===== src/frame_pkg.sv =====
// constants, offsets and types shared by the api frame builder files
package frame_pkg;

    // ****************************************
    // byte widths and sizes
    // ****************************************
    localparam int BYTE_W = 8;            // one serial byte
    localparam int FIFO_DEPTH = 32;       // bytes buffered toward the host
    localparam int NI_MAX_CHARS = 20;     // longest identifier text
    localparam int RSP_MAX_DATA = 8;      // longest queried value

    typedef logic [6:0] idx_t;            // byte offset within a frame

    // ****************************************
    // fixed byte values
    // ****************************************
    localparam logic [7:0] DELIM_BYTE = 8'h7e;  // frame start
    localparam logic [7:0] NI_TYPE = 8'h95;     // identification frame
    localparam logic [7:0] RSP_TYPE = 8'h97;    // remote response frame
    localparam logic [7:0] RSVD_HI = 8'hff;     // reserved pair, first
    localparam logic [7:0] RSVD_LO = 8'hfe;     // reserved pair, second
    localparam logic [7:0] NULL_BYTE = 8'h00;   // text terminator
    localparam logic [7:0] CSUM_BASE = 8'hff;   // checksum minuend
    localparam logic [7:0] ZERO_BYTE = 8'h00;   // length high byte
    // identity codes: arbitrary neutral values
    localparam logic [15:0] PROFILE_ID = 16'h0a5c;
    localparam logic [15:0] MFR_ID = 16'h0b6d;

    // ****************************************
    // offsets
    // ****************************************
    localparam idx_t OFF_TYPE = 7'h03;
    localparam idx_t OFF_NI_SRC = 7'h04;
    localparam idx_t OFF_NI_RSVD1 = 7'h0c;
    localparam idx_t OFF_NI_OPT = 7'h0e;
    localparam idx_t OFF_NI_RSVD2 = 7'h0f;
    localparam idx_t OFF_NI_REMOTE = 7'h11;
    localparam idx_t OFF_NI_TEXT = 7'h19;
    localparam idx_t NI_TAIL_BYTES = 7'h08;  // reserved, type, event, ids
    localparam idx_t DD_BYTES = 7'h04;
    localparam idx_t OFF_RSP_FID = 7'h04;
    localparam idx_t OFF_RSP_ADDR = 7'h05;
    localparam idx_t OFF_RSP_RSVD = 7'h0d;
    localparam idx_t OFF_RSP_CMD = 7'h0f;
    localparam idx_t OFF_RSP_STATUS = 7'h11;
    localparam idx_t OFF_RSP_DATA = 7'h12;

    // discovery option bits
    localparam int OPT_DD_BIT = 0;
    localparam int OPT_RSSI_BIT = 1;

    // ****************************************
    // state types
    // ****************************************
    typedef enum logic [2:0] {
        PH_IDLE, PH_DELIM, PH_LEN_HI, PH_LEN_LO, PH_BODY, PH_CSUM
    } phase_t;
    typedef enum logic {K_NI, K_RSP} kind_t;

endpackage : frame_pkg


===== src/byte_stream_if.sv =====
// valid/ready byte stream between builder and output buffer
`timescale 1ns/1ps
interface byte_stream_if;
    logic valid;        // byte offered
    logic ready;        // byte taken
    logic [7:0] data;   // byte value
    modport src (output valid, output data, input ready);
    modport snk (input valid, input data, output ready);
endinterface : byte_stream_if


===== src/api_response_frame_builder.sv =====
// builds identification and remote response frames as a byte stream
`timescale 1ns/1ps
module api_response_frame_builder (
    input wire logic SYS_CLK,
    input wire logic RST_N,
    input wire logic [7:0] API_OUTPUT_SELECT,
    input wire logic [7:0] DISCOVERY_OPTIONS,
    input wire logic NI_VALID,
    output logic NI_READY,
    input wire logic [63:0] NI_SRC_ADDR,
    input wire logic [7:0] NI_RX_OPTIONS,
    input wire logic [63:0] NI_REMOTE_ADDR,
    input wire logic [8*frame_pkg::NI_MAX_CHARS-1:0] NI_TEXT,
    input wire logic [4:0] NI_TEXT_LEN,
    input wire logic [7:0] NI_DEVICE_TYPE,
    input wire logic [7:0] NI_SOURCE_EVENT,
    input wire logic [31:0] NI_DEVICE_TYPE_ID,
    input wire logic [7:0] NI_RSSI,
    input wire logic RSP_VALID,
    output logic RSP_READY,
    input wire logic [7:0] RSP_FRAME_ID,
    input wire logic [63:0] RSP_ADDR,
    input wire logic [15:0] RSP_CMD,
    input wire logic [7:0] RSP_STATUS,
    input wire logic [8*frame_pkg::RSP_MAX_DATA-1:0] RSP_DATA,
    input wire logic [3:0] RSP_DATA_LEN,
    output logic [7:0] TX_DATA,
    output logic TX_VALID,
    input wire logic TX_READY,
    output logic BUSY
);
    import frame_pkg::*;

    // ****************************************
    // helpers
    // ****************************************

    // pick byte rel of a 64-bit address, msb first
    function automatic logic [7:0] addr_byte(input logic [63:0] a, input logic [2:0] rel);
        logic [63:0] s;
        s = a << {rel, 3'b000};
        return s[63:56];
    endfunction : addr_byte

    // pick byte k of a packed byte string, byte 0 in the low bits
    function automatic logic [7:0] str_byte(input logic [159:0] s, input logic [4:0] k);
        logic [159:0] t;
        t = s >> {k, 3'b000};
        return t[7:0];
    endfunction : str_byte

    // ****************************************
    // latched frame contents
    // ****************************************
    phase_t phase_r;               // byte position class
    kind_t kind_r;                 // which frame is in flight
    idx_t idx_r;                   // body byte offset
    idx_t last_r;                  // last body offset
    idx_t len_r;                   // frame-data length
    logic [63:0] addr_r;           // sender or responder address
    logic [63:0] remote_r;         // remote node address
    logic [159:0] text_r;          // identifier text or queried value
    logic [4:0] tlen_r;            // text or value length
    logic [7:0] opt_r;             // receive options
    logic [7:0] dtype_r;           // device role
    logic [7:0] event_r;           // source event
    logic [31:0] ddid_r;           // device type identifier
    logic [7:0] rssi_r;            // signal strength
    logic dd_en_r;                 // identifier field present
    logic rssi_en_r;               // strength field present
    logic [7:0] fid_r;             // request frame identifier
    logic [15:0] cmd_r;            // command name
    logic [7:0] status_r;          // command status

    byte_stream_if st ();          // builder to buffer
    logic push;                    // a byte enters the buffer
    logic ni_take;                 // identification request taken
    logic rsp_take;                // response request taken
    logic ni_emit;                 // taken identification gets a frame
    logic [4:0] ni_len;            // clamped text length
    idx_t ni_data_len;             // identification frame-data length
    idx_t rsp_data_len;            // response frame-data length
    idx_t text_end;                // offset of the null terminator
    idx_t tail_k;                  // offset past the terminator
    logic [7:0] body_byte;         // byte for the current offset
    logic [7:0] csum;              // checksum of sent frame data

    // ****************************************
    // request handshakes
    // ****************************************

    // responses win a tie: their requester waits on them
    assign RSP_READY = (phase_r == PH_IDLE);
    assign NI_READY = (phase_r == PH_IDLE) && !RSP_VALID;
    assign rsp_take = RSP_VALID && RSP_READY;
    assign ni_take = NI_VALID && NI_READY;
    // other output selects swallow the message silently
    assign ni_emit = ni_take && (API_OUTPUT_SELECT == 8'h00);
    assign BUSY = (phase_r != PH_IDLE);
    assign push = st.valid && st.ready;

    // over-long text is clipped rather than overrunning the frame
    assign ni_len = (NI_TEXT_LEN > 5'(NI_MAX_CHARS)) ? 5'(NI_MAX_CHARS) : NI_TEXT_LEN;

    // frame-data lengths, counted from the type byte
    always_comb begin
        ni_data_len = 7'(OFF_NI_TEXT + ni_len + 1'b1 - OFF_TYPE + NI_TAIL_BYTES);
        if (DISCOVERY_OPTIONS[OPT_DD_BIT]) begin
            ni_data_len = 7'(ni_data_len + DD_BYTES);
        end
        if (DISCOVERY_OPTIONS[OPT_RSSI_BIT]) begin
            ni_data_len = 7'(ni_data_len + 1'b1);
        end
        rsp_data_len = 7'(OFF_RSP_DATA - OFF_TYPE + RSP_DATA_LEN);
    end

    // ****************************************
    // capture of a taken request
    // ****************************************

    // fields stay stable for the whole frame
    always_ff @(posedge SYS_CLK or negedge RST_N) begin
        if (!RST_N) begin
            kind_r <= K_NI;
            addr_r <= '0;
            remote_r <= '0;
            text_r <= '0;
            tlen_r <= '0;
            opt_r <= '0;
            dtype_r <= '0;
            event_r <= '0;
            ddid_r <= '0;
            rssi_r <= '0;
            dd_en_r <= 1'b0;
            rssi_en_r <= 1'b0;
            fid_r <= '0;
            cmd_r <= '0;
            status_r <= '0;
            len_r <= '0;
        end else if (rsp_take) begin
            kind_r <= K_RSP;
            addr_r <= RSP_ADDR;
            text_r <= {96'h0, RSP_DATA};
            tlen_r <= {1'b0, RSP_DATA_LEN};
            fid_r <= RSP_FRAME_ID;
            cmd_r <= RSP_CMD;
            status_r <= RSP_STATUS;
            len_r <= rsp_data_len;
        end else if (ni_emit) begin
            kind_r <= K_NI;
            addr_r <= NI_SRC_ADDR;
            remote_r <= NI_REMOTE_ADDR;
            text_r <= NI_TEXT;
            tlen_r <= ni_len;
            opt_r <= NI_RX_OPTIONS;
            dtype_r <= NI_DEVICE_TYPE;
            event_r <= NI_SOURCE_EVENT;
            ddid_r <= NI_DEVICE_TYPE_ID;
            rssi_r <= NI_RSSI;
            dd_en_r <= DISCOVERY_OPTIONS[OPT_DD_BIT];
            rssi_en_r <= DISCOVERY_OPTIONS[OPT_RSSI_BIT];
            len_r <= ni_data_len;
        end
    end

    // ****************************************
    // sequencing
    // ****************************************

    // a full buffer holds the phase, so no byte is ever dropped
    always_ff @(posedge SYS_CLK or negedge RST_N) begin
        if (!RST_N) begin
            phase_r <= PH_IDLE;
            idx_r <= OFF_TYPE;
            last_r <= OFF_TYPE;
        end else begin
            case (phase_r)
                PH_IDLE: begin
                    idx_r <= OFF_TYPE;
                    if (rsp_take) begin
                        phase_r <= PH_DELIM;
                        last_r <= 7'(rsp_data_len + OFF_TYPE - 1'b1);
                    end else if (ni_emit) begin
                        phase_r <= PH_DELIM;
                        last_r <= 7'(ni_data_len + OFF_TYPE - 1'b1);
                    end
                end
                PH_DELIM: if (push) phase_r <= PH_LEN_HI;
                PH_LEN_HI: if (push) phase_r <= PH_LEN_LO;
                PH_LEN_LO: if (push) phase_r <= PH_BODY;
                PH_BODY: begin
                    if (push) begin
                        idx_r <= 7'(idx_r + 1'b1);
                        if (idx_r == last_r) phase_r <= PH_CSUM;
                    end
                end
                PH_CSUM: if (push) phase_r <= PH_IDLE;
                default: phase_r <= PH_IDLE;
            endcase
        end
    end

    // ****************************************
    // byte selection
    // ****************************************

    assign text_end = 7'(OFF_NI_TEXT + tlen_r);
    assign tail_k = 7'(idx_r - text_end - 1'b1);

    // one byte per offset, for whichever frame is in flight
    always_comb begin
        body_byte = RSVD_HI;
        if (kind_r == K_NI) begin
            if (idx_r == OFF_TYPE) begin
                body_byte = NI_TYPE;
            end else if (idx_r < OFF_NI_RSVD1) begin
                body_byte = addr_byte(addr_r, 3'(idx_r - OFF_NI_SRC));
            end else if (idx_r < OFF_NI_OPT) begin
                body_byte = (idx_r == OFF_NI_RSVD1) ? RSVD_HI : RSVD_LO;
            end else if (idx_r == OFF_NI_OPT) begin
                body_byte = opt_r;  // passed whole, host filters bits
            end else if (idx_r < OFF_NI_REMOTE) begin
                body_byte = (idx_r == OFF_NI_RSVD2) ? RSVD_HI : RSVD_LO;
            end else if (idx_r < OFF_NI_TEXT) begin
                body_byte = addr_byte(remote_r, 3'(idx_r - OFF_NI_REMOTE));
            end else if (idx_r < text_end) begin
                body_byte = str_byte(text_r, 5'(idx_r - OFF_NI_TEXT));
            end else if (idx_r == text_end) begin
                body_byte = NULL_BYTE;
            end else begin
                case (tail_k)
                    7'h00: body_byte = RSVD_HI;
                    7'h01: body_byte = RSVD_LO;
                    7'h02: body_byte = dtype_r;
                    7'h03: body_byte = event_r;
                    7'h04: body_byte = PROFILE_ID[15:8];
                    7'h05: body_byte = PROFILE_ID[7:0];
                    7'h06: body_byte = MFR_ID[15:8];
                    7'h07: body_byte = MFR_ID[7:0];
                    7'h08: body_byte = dd_en_r ? ddid_r[31:24] : rssi_r;
                    7'h09: body_byte = ddid_r[23:16];
                    7'h0a: body_byte = ddid_r[15:8];
                    7'h0b: body_byte = ddid_r[7:0];
                    default: body_byte = rssi_r;
                endcase
            end
        end else begin
            if (idx_r == OFF_TYPE) begin
                body_byte = RSP_TYPE;
            end else if (idx_r == OFF_RSP_FID) begin
                body_byte = fid_r;
            end else if (idx_r < OFF_RSP_RSVD) begin
                body_byte = addr_byte(addr_r, 3'(idx_r - OFF_RSP_ADDR));
            end else if (idx_r < OFF_RSP_CMD) begin
                body_byte = (idx_r == OFF_RSP_RSVD) ? RSVD_HI : RSVD_LO;
            end else if (idx_r < OFF_RSP_STATUS) begin
                body_byte = (idx_r == OFF_RSP_CMD) ? cmd_r[15:8] : cmd_r[7:0];
            end else if (idx_r == OFF_RSP_STATUS) begin
                body_byte = status_r;
            end else begin
                body_byte = str_byte(text_r, 5'(idx_r - OFF_RSP_DATA));
            end
        end
    end

    // framing bytes around the body
    always_comb begin
        st.valid = (phase_r != PH_IDLE);
        case (phase_r)
            PH_DELIM: st.data = DELIM_BYTE;
            PH_LEN_HI: st.data = ZERO_BYTE;
            PH_LEN_LO: st.data = {1'b0, len_r};
            PH_BODY: st.data = body_byte;
            PH_CSUM: st.data = csum;
            default: st.data = ZERO_BYTE;
        endcase
    end

    // ****************************************
    // checksum and output buffer
    // ****************************************

    frame_checksum u_csum (
        .clk(SYS_CLK),
        .rst_n(RST_N),
        .clr(phase_r == PH_DELIM),
        .add(push && (phase_r == PH_BODY)),
        .data(st.data),
        .csum(csum)
    );

    // the buffer decouples the host's pace from frame building
    byte_fifo #(.W(BYTE_W), .D(FIFO_DEPTH)) u_fifo (
        .clk(SYS_CLK),
        .rst_n(RST_N),
        .in_s(st),
        .out_data(TX_DATA),
        .out_valid(TX_VALID),
        .out_ready(TX_READY)
    );
endmodule : api_response_frame_builder


===== src/byte_fifo.sv =====
// parameterised fifo with valid/ready on both sides
`timescale 1ns/1ps
module byte_fifo #(
    parameter int W = 8,
    parameter int D = 32
) (
    input wire logic clk,
    input wire logic rst_n,
    byte_stream_if.snk in_s,
    output logic [W-1:0] out_data,
    output logic out_valid,
    input wire logic out_ready
);
    localparam int AW = $clog2(D);

    logic [W-1:0] mem [D];       // storage words
    logic [AW-1:0] wr_r;         // write pointer
    logic [AW-1:0] rd_r;         // read pointer
    logic [AW:0] cnt_r;          // words held
    logic push;
    logic pop;

    // full and empty follow the true count
    assign in_s.ready = (cnt_r != AW'(0) + (AW+1)'(D)) ? 1'b1 : 1'b0;
    assign out_valid = (cnt_r != '0);
    assign push = in_s.valid && in_s.ready;
    assign pop = out_valid && out_ready;
    assign out_data = mem[rd_r];

    // storage write, no reset needed on data
    always_ff @(posedge clk) begin
        if (push) begin
            mem[wr_r] <= in_s.data;
        end
    end

    // pointers and count
    always_ff @(posedge clk or negedge rst_n) begin
        if (!rst_n) begin
            wr_r <= '0;
            rd_r <= '0;
            cnt_r <= '0;
        end else begin
            if (push) wr_r <= AW'(wr_r + 1'b1);
            if (pop) rd_r <= AW'(rd_r + 1'b1);
            cnt_r <= (AW+1)'(cnt_r + push - pop);
        end
    end
endmodule : byte_fifo


===== src/frame_checksum.sv =====
// running sum of frame-data bytes and the resulting checksum
`timescale 1ns/1ps
module frame_checksum (
    input wire logic clk,
    input wire logic rst_n,
    input wire logic clr,
    input wire logic add,
    input wire logic [7:0] data,
    output logic [7:0] csum
);
    import frame_pkg::*;
    logic [7:0] sum_r;  // low byte of the sum, carries drop naturally

    // accumulate while frame data leaves
    always_ff @(posedge clk or negedge rst_n) begin
        if (!rst_n) begin
            sum_r <= '0;
        end else if (clr) begin
            sum_r <= '0;
        end else if (add) begin
            sum_r <= 8'(sum_r + data);
        end
    end

    assign csum = 8'(CSUM_BASE - sum_r);
endmodule : frame_checksum


===== config.mk =====
export PLATFORM = sky130hd
export DESIGN_NAME = api_response_frame_builder
export DESIGN_NICKNAME = d
export VERILOG_FILES = /design/src/frame_pkg.sv /design/src/byte_stream_if.sv /design/src/api_response_frame_builder.sv /design/src/byte_fifo.sv /design/src/frame_checksum.sv
export SDC_FILE = /design/constraint.sdc
export NUM_CORES = 2
export LEC_CHECK = 0
export ABC_AREA = 1
export BUFFER_PORTS_ARGS = -buffer_cell sky130_fd_sc_hd__buf_4
export CAP_MARGIN = 20
export CORE_ASPECT_RATIO = 1.1
export CORE_UTILIZATION = 42
export DETAILED_ROUTE_END_ITERATION = 16
export GPL_TIMING_DRIVEN = 0
export RECOVER_POWER = 50
export SLEW_MARGIN = 10
export SYNTH_ARGS = -nofsm -noshare
export SYNTH_HDL_FRONTEND = slang
export SYNTH_SLANG_ARGS = --single-unit

===== constraint.sdc =====
create_clock -name SYS_CLK -period 6.23 [get_ports SYS_CLK]
set_input_delay 0.623 -clock SYS_CLK [delete_from_list [all_inputs] [get_ports SYS_CLK]]
set_output_delay 0.623 -clock SYS_CLK [all_outputs]
set_load 0.02 [all_outputs]

After elaboration in Yosys (flattened, before gate mapping)
Memories as Yosys holds them, arrays and structs flattened.
Cells that the tools add are included.
{ "totals": {"register_bits": 439, "ramBits": 256, "inputBits": 542, "out_inout_bits": 12, "wordCells": 169, "mem_count": 1} }
{ "op_classes": {"n_addsub": 26, "order_cmp": 8, "n_eq_ne": 33, "n_shift": 5, "muxes": 53, "bitwise_logic": 1, "n_reduce_logical": 20} }
{ "mem_list": {"columns": ["name", "depth", "width", "rd", "rd_ports_with_merged_regs", "write_ports", "line_no", "rtl"], "rows": [
  ["u_fifo.mem", 32, 8, 1, 0, 1, "byte_fifo.sv:16", "logic [W-1:0] mem [D];"]
]} }
{ "op_table": {"columns": ["operator", "n"], "rows": [
  ["160-bit 2-to-1 mux", 2],
  ["160-bit by 8-bit right shift with 8-bit output", 2],
  ["64-bit by 6-bit << shifter with 64-bit output", 3],
  ["8-bit 2-to-1 mux", 19],
  ["64-bit 2-to-1 mux", 2],
  ["8-bit one-hot mux with 12 select lines", 1],
  ["7-bit by 4-bit equality test with 1-bit output, second input constant", 8],
  ["7-bit 2-to-1 mux", 7],
  ["7-bit by 3-bit equality test with 1-bit output, second input constant", 5],
  ["8-bit one-hot mux with 4 select lines", 1],
  ["7-bit by 4-bit less-than comparator with 1-bit output, second input constant", 4],
  ["3-bit 2-to-1 mux", 8],
  ["7-bit by 2-bit equality test with 1-bit output, second input constant", 3],
  ["3-bit one-hot mux with 6 select lines", 1],
  ["5-bit 2-to-1 mux", 3],
  ["7-bit by 1-bit adder with 7-bit output, second input constant", 2],
  ["7-bit by 5-bit less-than comparator with 1-bit output, second input constant", 2],
  ["7-bit one-hot mux with 2 select lines", 1],
  ["7-bit by 1-bit subtractor with 7-bit output, second input constant", 2],
  ["5-bit by 5-bit adder with 6-bit output, first input constant", 2],
  ["2-bit inequality test, second input constant", 6],
  ["5-bit by 1-bit adder with 5-bit output, second input constant", 2],
  ["5-bit subtractor, second input constant", 2],
  ["8-bit adder", 1],
  ["37 further kinds", 57]
]} }

Depth between registers and ports, before layout
{ "depth": {"ltp_word": 18, "ltp_mapped": 45} }

Cells and area by module
From an unflattened synthesis, not the netlist that was laid out.
{ "hier_totals": {"cells_unflattened": 4199, "area_unflattened_um2": 36333.6} }
{ "modules_own_cells": {"columns": ["module", "n_inst", "cells_per_inst", "area_each_um2", "seq_area_each_um2"], "rows": [
  ["api_response_frame_builder", 1, 2990, 23846.6, 10390.0],
  ["byte_fifo", 1, 1118, 11805.1, 8087.8],
  ["frame_checksum", 1, 91, 681.9, 200.2]
]} }

Worst setup path before layout
Ideal clock, no wire load.
{ "synth_timing": {"path_kind": "reg2reg", "start": "register idx_r[0]", "end": "register u_csum.sum_r[7]", "setup_ns": 0.119, "arrival_ns": 5.449, "setup_slack_ns": 0.663, "stages_incl_launch_ff": 40, "synth_period_minus_slack_ns": 5.567, "path_cell_list": "dfstp_2 -> buf_2 -> inv_2 -> buf_2 -> buf_2 -> buf_2 -> buf_2 -> buf_2 -> ha_1 -> clkbuf_1 -> clkbuf_1 -> o21ai_0 -> o211ai_1 -> nand3_1 -> a21oi_1 -> a31oi_1 -> o22ai_1 -> nand2_1 -> [4 not listed] -> nand4_1 -> nand3_1 -> nand2_1 -> ha_1 -> nand2_1 -> nor2_1 -> a211oi_1 -> nor2_1 -> nor2_1 -> o21ai_0 -> inv_1 -> nor2_1 -> nor2_1 -> o21bai_1 -> xor2_1 -> nand3_1 -> nand3_1 -> nand2_1"} }
{ "synth_via": {"elab_chain_len": 17} }
{ "synth_lines": {"columns": ["item", "line_no", "rtl"], "rows": [
  ["start: declaration", "api_response_frame_builder.sv:57", "idx_t idx_r;"],
  ["start signal: assignment", "api_response_frame_builder.sv:193", "idx_r <= 7'(idx_r + 1'b1);"],
  ["7-bit by 6-bit subtractor with 7-bit output", "api_response_frame_builder.sv:208", "assign tail_k = 7'(idx_r - text_end - 1'b1);"],
  ["7-bit by 1-bit subtractor with 7-bit output", "api_response_frame_builder.sv:208", null],
  ["7-bit by 4-bit equality test with 1-bit output, or another cell as far along", "api_response_frame_builder.sv:231", "case (tail_k)"],
  ["8-bit one-hot mux with 12 select lines", "api_response_frame_builder.sv:231", null],
  ["8-bit 2-to-1 mux", "api_response_frame_builder.sv:228", "end else if (idx_r == text_end) begin"],
  ["8-bit 2-to-1 mux", "api_response_frame_builder.sv:226", "end else if (idx_r < text_end) begin"],
  ["8-bit 2-to-1 mux", "api_response_frame_builder.sv:224", "end else if (idx_r < OFF_NI_TEXT) begin"],
  ["8-bit 2-to-1 mux", "api_response_frame_builder.sv:222", "end else if (idx_r < OFF_NI_REMOTE) begin"],
  ["[2 not listed]", null, null],
  ["8-bit 2-to-1 mux", "api_response_frame_builder.sv:216", "end else if (idx_r < OFF_NI_RSVD1) begin"],
  ["8-bit 2-to-1 mux", "api_response_frame_builder.sv:214", "if (idx_r == OFF_TYPE) begin"],
  ["8-bit 2-to-1 mux (*)", "api_response_frame_builder.sv:213", "if (kind_r == K_NI) begin"],
  ["8-bit one-hot mux with 4 select lines (*)", "api_response_frame_builder.sv:269", "case (phase_r)"],
  ["via st.data[2]", "byte_stream_if.sv:6", "logic [7:0] data;"],
  ["8-bit adder (*)", "frame_checksum.sv:21", "sum_r <= 8'(sum_r + data);"],
  ["8-bit 2-to-1 mux (*)", "frame_checksum.sv:20", "end else if (add) begin"],
  ["8-bit 2-to-1 mux (*)", "frame_checksum.sv:18", "end else if (clr) begin"],
  ["end signal: assignment", "frame_checksum.sv:21", null],
  ["end: declaration", "frame_checksum.sv:12", "logic [7:0] sum_r;"]
]} }
Mark *: on every way through the listed nets, which the timed path passes. The rest lies on a longest branch. The select of a mux whose other input is x is not followed.
A chain may end at the register's enable or synchronous reset.

Worst setup path in the final report
{ "layout_timing": {"start": "register idx_r[2]", "end": "register u_csum.sum_r[7]"} }
The elaborated chain is that of the path after synthesis.

==> metrics.log <==
[metrics] status: complete, but fails checks
[metrics] failing checks: capacitance limit, slew limit
[metrics] Place WS: -2.29 ns
[metrics] non-filler instance count after layout: 5,961
[metrics] share of the core filled with cells: 52.9%
[metrics] mux cell area share after synthesis: 3.71%
[metrics] arrival time reported for the critical path endpoint: 6.45 ns
[metrics] final hold violation count: 0
[metrics] mean routed wirelength per cell: 26.5 um
[metrics] Synth Area in XOR/XNOR: 0.918%
[metrics] Max Buffers Root-to-Sink: 3
[metrics] number of flops mapped to enable cells by yosys: 256
[metrics] start point of the worst hold path: RSP_CMD[14]
[metrics] Leak: 19.8 nW
[metrics] number of sinks on the clock net: 695
[metrics] standard-cell row count: 112
[metrics] slew at the pin with the worst max-slew slack: 3.41 ns
[metrics] clock slew seen by the registers of the worst setup and hold paths: 0.06 ns
[metrics] #FFs+latches synth: 695
[metrics] kind of end point of the critical path: register
[metrics] Placed Instances: 5,791
[metrics] GRT Resource Usage Total: 36.2%
[metrics] final non-filler cell area: 44,800 sq um
[metrics] Max rail drop VDD: 0.293 mV
[metrics] first-pass GRT wire length: 226 mm
[metrics] Post-DP Area: 41,600 sq um
[metrics] number of warnings issued by yosys: 0
[metrics] power density over the cells: 542 nW/um^2
[metrics] net count after synthesis: 4,683
[metrics] clock tree from TritonCTS: done
[metrics] count of different cell masters after synthesis: 61
[metrics] total via count in the routed design: 34,224
[metrics] cell type with the highest aggregate area in the netlist: sky130_fd_sc_hd__dfrtp_1
[metrics] setup slack after layout: 0.298 ns
[metrics] half-perimeter wire length after placement: 122 mm
[metrics] setup repair after global routing missed its margin: no
[metrics] share of async-settable or async-resettable flops after synthesis: 63.2%
[metrics] maximum number of pins on one net before global-route repair: 102
[metrics] top area cells in the synthesized netlist: sky130_fd_sc_hd__dfrtp_1 (30%), sky130_fd_sc_hd__edfxtp_1 (21%), sky130_fd_sc_hd__o21ai_0 (7.1%), sky130_fd_sc_hd__nand2_1 (7.0%), sky130_fd_sc_hd__nor2_1 (4.9%)
[metrics] combinational family with the most area after synthesis: simple AND/OR/NAND/NOR gates
[metrics] die span in y: 308 um
[metrics] final-layout fill cell count: 8,187
[metrics] number of antenna violations at the first check in global routing: 9
[metrics] launching element type of the critical path: register
[metrics] Post-layout nets: 5,340
[metrics] grt total ovfl: 0
[metrics] initial core utilization: 42.4%
[metrics] cell types with the highest counts after synthesis: sky130_fd_sc_hd__nand2_1 (664), sky130_fd_sc_hd__o21ai_0 (510), sky130_fd_sc_hd__nor2_1 (464)
[metrics] synthesized-area fraction occupied by adder cells: 1.63%
[metrics] count of buffers from port buffering: 547
[metrics] overall die area: 86,500 sq um
[metrics] Max Transition Viols Final: 143
[metrics] area of the core: 84,600 sq um
[metrics] Final GP Congestion: 0.994
[metrics] Fmax achieved: 169 MHz
[metrics] Reg-to-Reg Start: idx_r[2]
[metrics] category of the most critical setup path: register to register
[metrics] Tmin final: 5.93 ns
[metrics] 1st-pass router iterations: 6
[metrics] DRC: 0
[metrics] Num CTS Buffers: 76
[metrics] insertion delay to the later sink of the worst-skew pair: 0.65 ns
[metrics] most common cell in the netlist: sky130_fd_sc_hd__nand2_1
[metrics] required time reported for the critical path endpoint: 6.75 ns
[metrics] antenna-violating nets left: 0
[metrics] area growth from synthesis to final layout: 24.9%
[metrics] number of H-tree levels: 3
[metrics] total wire length after detailed routing: 158 mm
[metrics] sequential area share after synthesis: 52.1%
[metrics] Min-Delay Path Class: input pin to register
[metrics] final cycle utilization of the critical path: 95.2%
[metrics] clock skew after layout: 0.0297 ns
[metrics] Crit path largest cell delay: 0.61 ns
[metrics] horizontal die dimension: 281 um
[metrics] tightest hold margin: 0.179 ns
[metrics] most frequently used flop master after synthesis: sky130_fd_sc_hd__dfrtp_1
[metrics] maximum fanout along the worst path: 11
[metrics] Finish-stage setup viols: 0
[metrics] fraction of the mapped netlist area in compound gates: 17.3%
[metrics] timing startpoint of the critical path: idx_r[2]
[metrics] Post-Syn Area: 35,900 sq um
[metrics] most used cell along the critical path: sky130_fd_sc_hd__nand3_1
[metrics] CTS Root Buffer Type: sky130_fd_sc_hd__clkbuf_16
[metrics] Boundary Pins: 554
[metrics] CP max-delay cell: sky130_fd_sc_hd__clkbuf_1
[metrics] cell class contributing the biggest share of worst-path delay: simple AND/OR/NAND/NOR gates
[metrics] fraction of layout cells with a size suffix above 1: 21.8%
[metrics] fraction of the mapped netlist area in simple logic gates: 17.8%
[metrics] synthesized netlist cell count: 4,096
[metrics] total of max-cap violations: 2
[metrics] Vias per Instance: 5.74
[metrics] Avg Synthesized Cell Area: 8.75 sq um
[metrics] DRC violation total after the first TritonRoute iteration: 3,590
[metrics] Rel. slew slack: -127%
[metrics] crit path buf inv count: 5
[metrics] number of global-route vias before repair: 33,404
[metrics] share of the synthesized area in the top cell type: 30.4%
-- path summary, 6_finish.rpt --
path                            cells past startpoint              end  slack [ns]
worst min register to register                      2        last_r[0]        0.48
worst min-delay path                                3        cmd_r[14]        0.18
worst max-delay path                               33  u_csum.sum_r[7]        0.30
worst max register to register                     33  u_csum.sum_r[7]        0.30
max in group asynchronous                           4        addr_r[8]        0.81
min in group asynchronous                           2  u_fifo.cnt_r[4]        1.70
-- flip-flops by register name, indices dropped and copies added (netlist names), 16 cells and up --
signal	flops
ddid_r	32
text_r	160
u_fifo.mem	256
cmd_r	16
addr_r	64
remote_r	64
-- layer usage --
layer  global-route usage [%]  vias to the layer above  share of wire, %
met3                     6.91                      401               8.2
met2                     59.7                     1748                47
met5                        0                        -             0.034
met4                     19.1                        8               6.0
li1                         -                    15507                 -
met1                     45.0                    16560                38
-- logic make-up after synthesis --
kind of cell,count (synthesis)
flops,695
compound gates,1108
xor+xnor,35
fa+ha+maj,45
simple gates,1519
mux,118
buf+inv,576
-- worst register-to-register path: cells and delay by family, from the launching register on --
family                   cells  cell delay, ns
AO/OA/AOI/OAI                6            0.76
XOR/XNOR                     2            0.46
adder cells (fa/ha/maj)      2            0.66
buffers and inverters        5            1.44
flip-flops                   1            0.49
AND/OR/NAND/NOR             18            2.05
-- placed cells by master, fill, tap and decap left out, drive strengths merged, types with 2 or more instances in the layout --
master / n
a211oi: 13
a21oi: 255
a221oi: 5
a22oi: 2
a31oi: 145
buf: 696
bufinv: 3
clkbuf: 261
clkinv: 30
clkinvlp: 6
dfrtp: 435
dfstp: 4
diode: 5
edfxtp: 256
fa: 3
ha: 42
inv: 296
mux2: 118
nand2: 681
nand3: 303
nand4: 28
nor2: 477
nor3: 15
nor4: 4
o2111ai: 2
o211ai: 55
o21a: 2
o21ai: 517
o21bai: 2
o221ai: 35
o22ai: 57
o311ai: 6
o31ai: 9
or2: 8
or3: 3
xnor2: 9
xor2: 26
-- where the power goes --
| group | switching (W) | internal (W) | leakage, nW |
|---|---|---|---|
| registers | 0.000896 | 0.00639 | 7.76 |
| logic | 0.00865 | 0.00370 | 10.8 |
| clock network | 0.00201 | 0.00262 | 1.25 |
| total | 0.0116 | 0.0127 | 19.8 |
-- through the flow --
stage,power [W],setup TNS (ns)
final,0.0243,0
after global routing,0.0255,0
after CTS,0.0239,0
after detailed placement,0.0187,-116.25
after global placement,0.0185,-288.64
after floorplan,0.0137,0
-- what timing repair did --
item                                    in CTS  in global routing
buffers inserted                            16                  5
endpoints found under the setup margin     232                  4
hold endpoints to repair                    53                  0
pin swaps                                    9                 10
gates resized for setup                     87                 41
cloned                                       3                  0
hold buffers                                 1                  0
-- layout make-up --
type,instances,area [sq um],share of cell area (%)
Antenna cell,5,12.5,0.0279
Buffer,273,1330,2.97
Clock buffer,105,2180,4.88
Clock inverter,36,359,0.802
Inverter,299,1130,2.53
Multi-Input combinational cell,2828,15200,33.9
Sequential cell,695,18700,41.7
Tap cell,1140,1430,3.19
Timing Repair Buffer,580,4460,9.96
No activity file was read; power rests on OpenSTA's default activity.
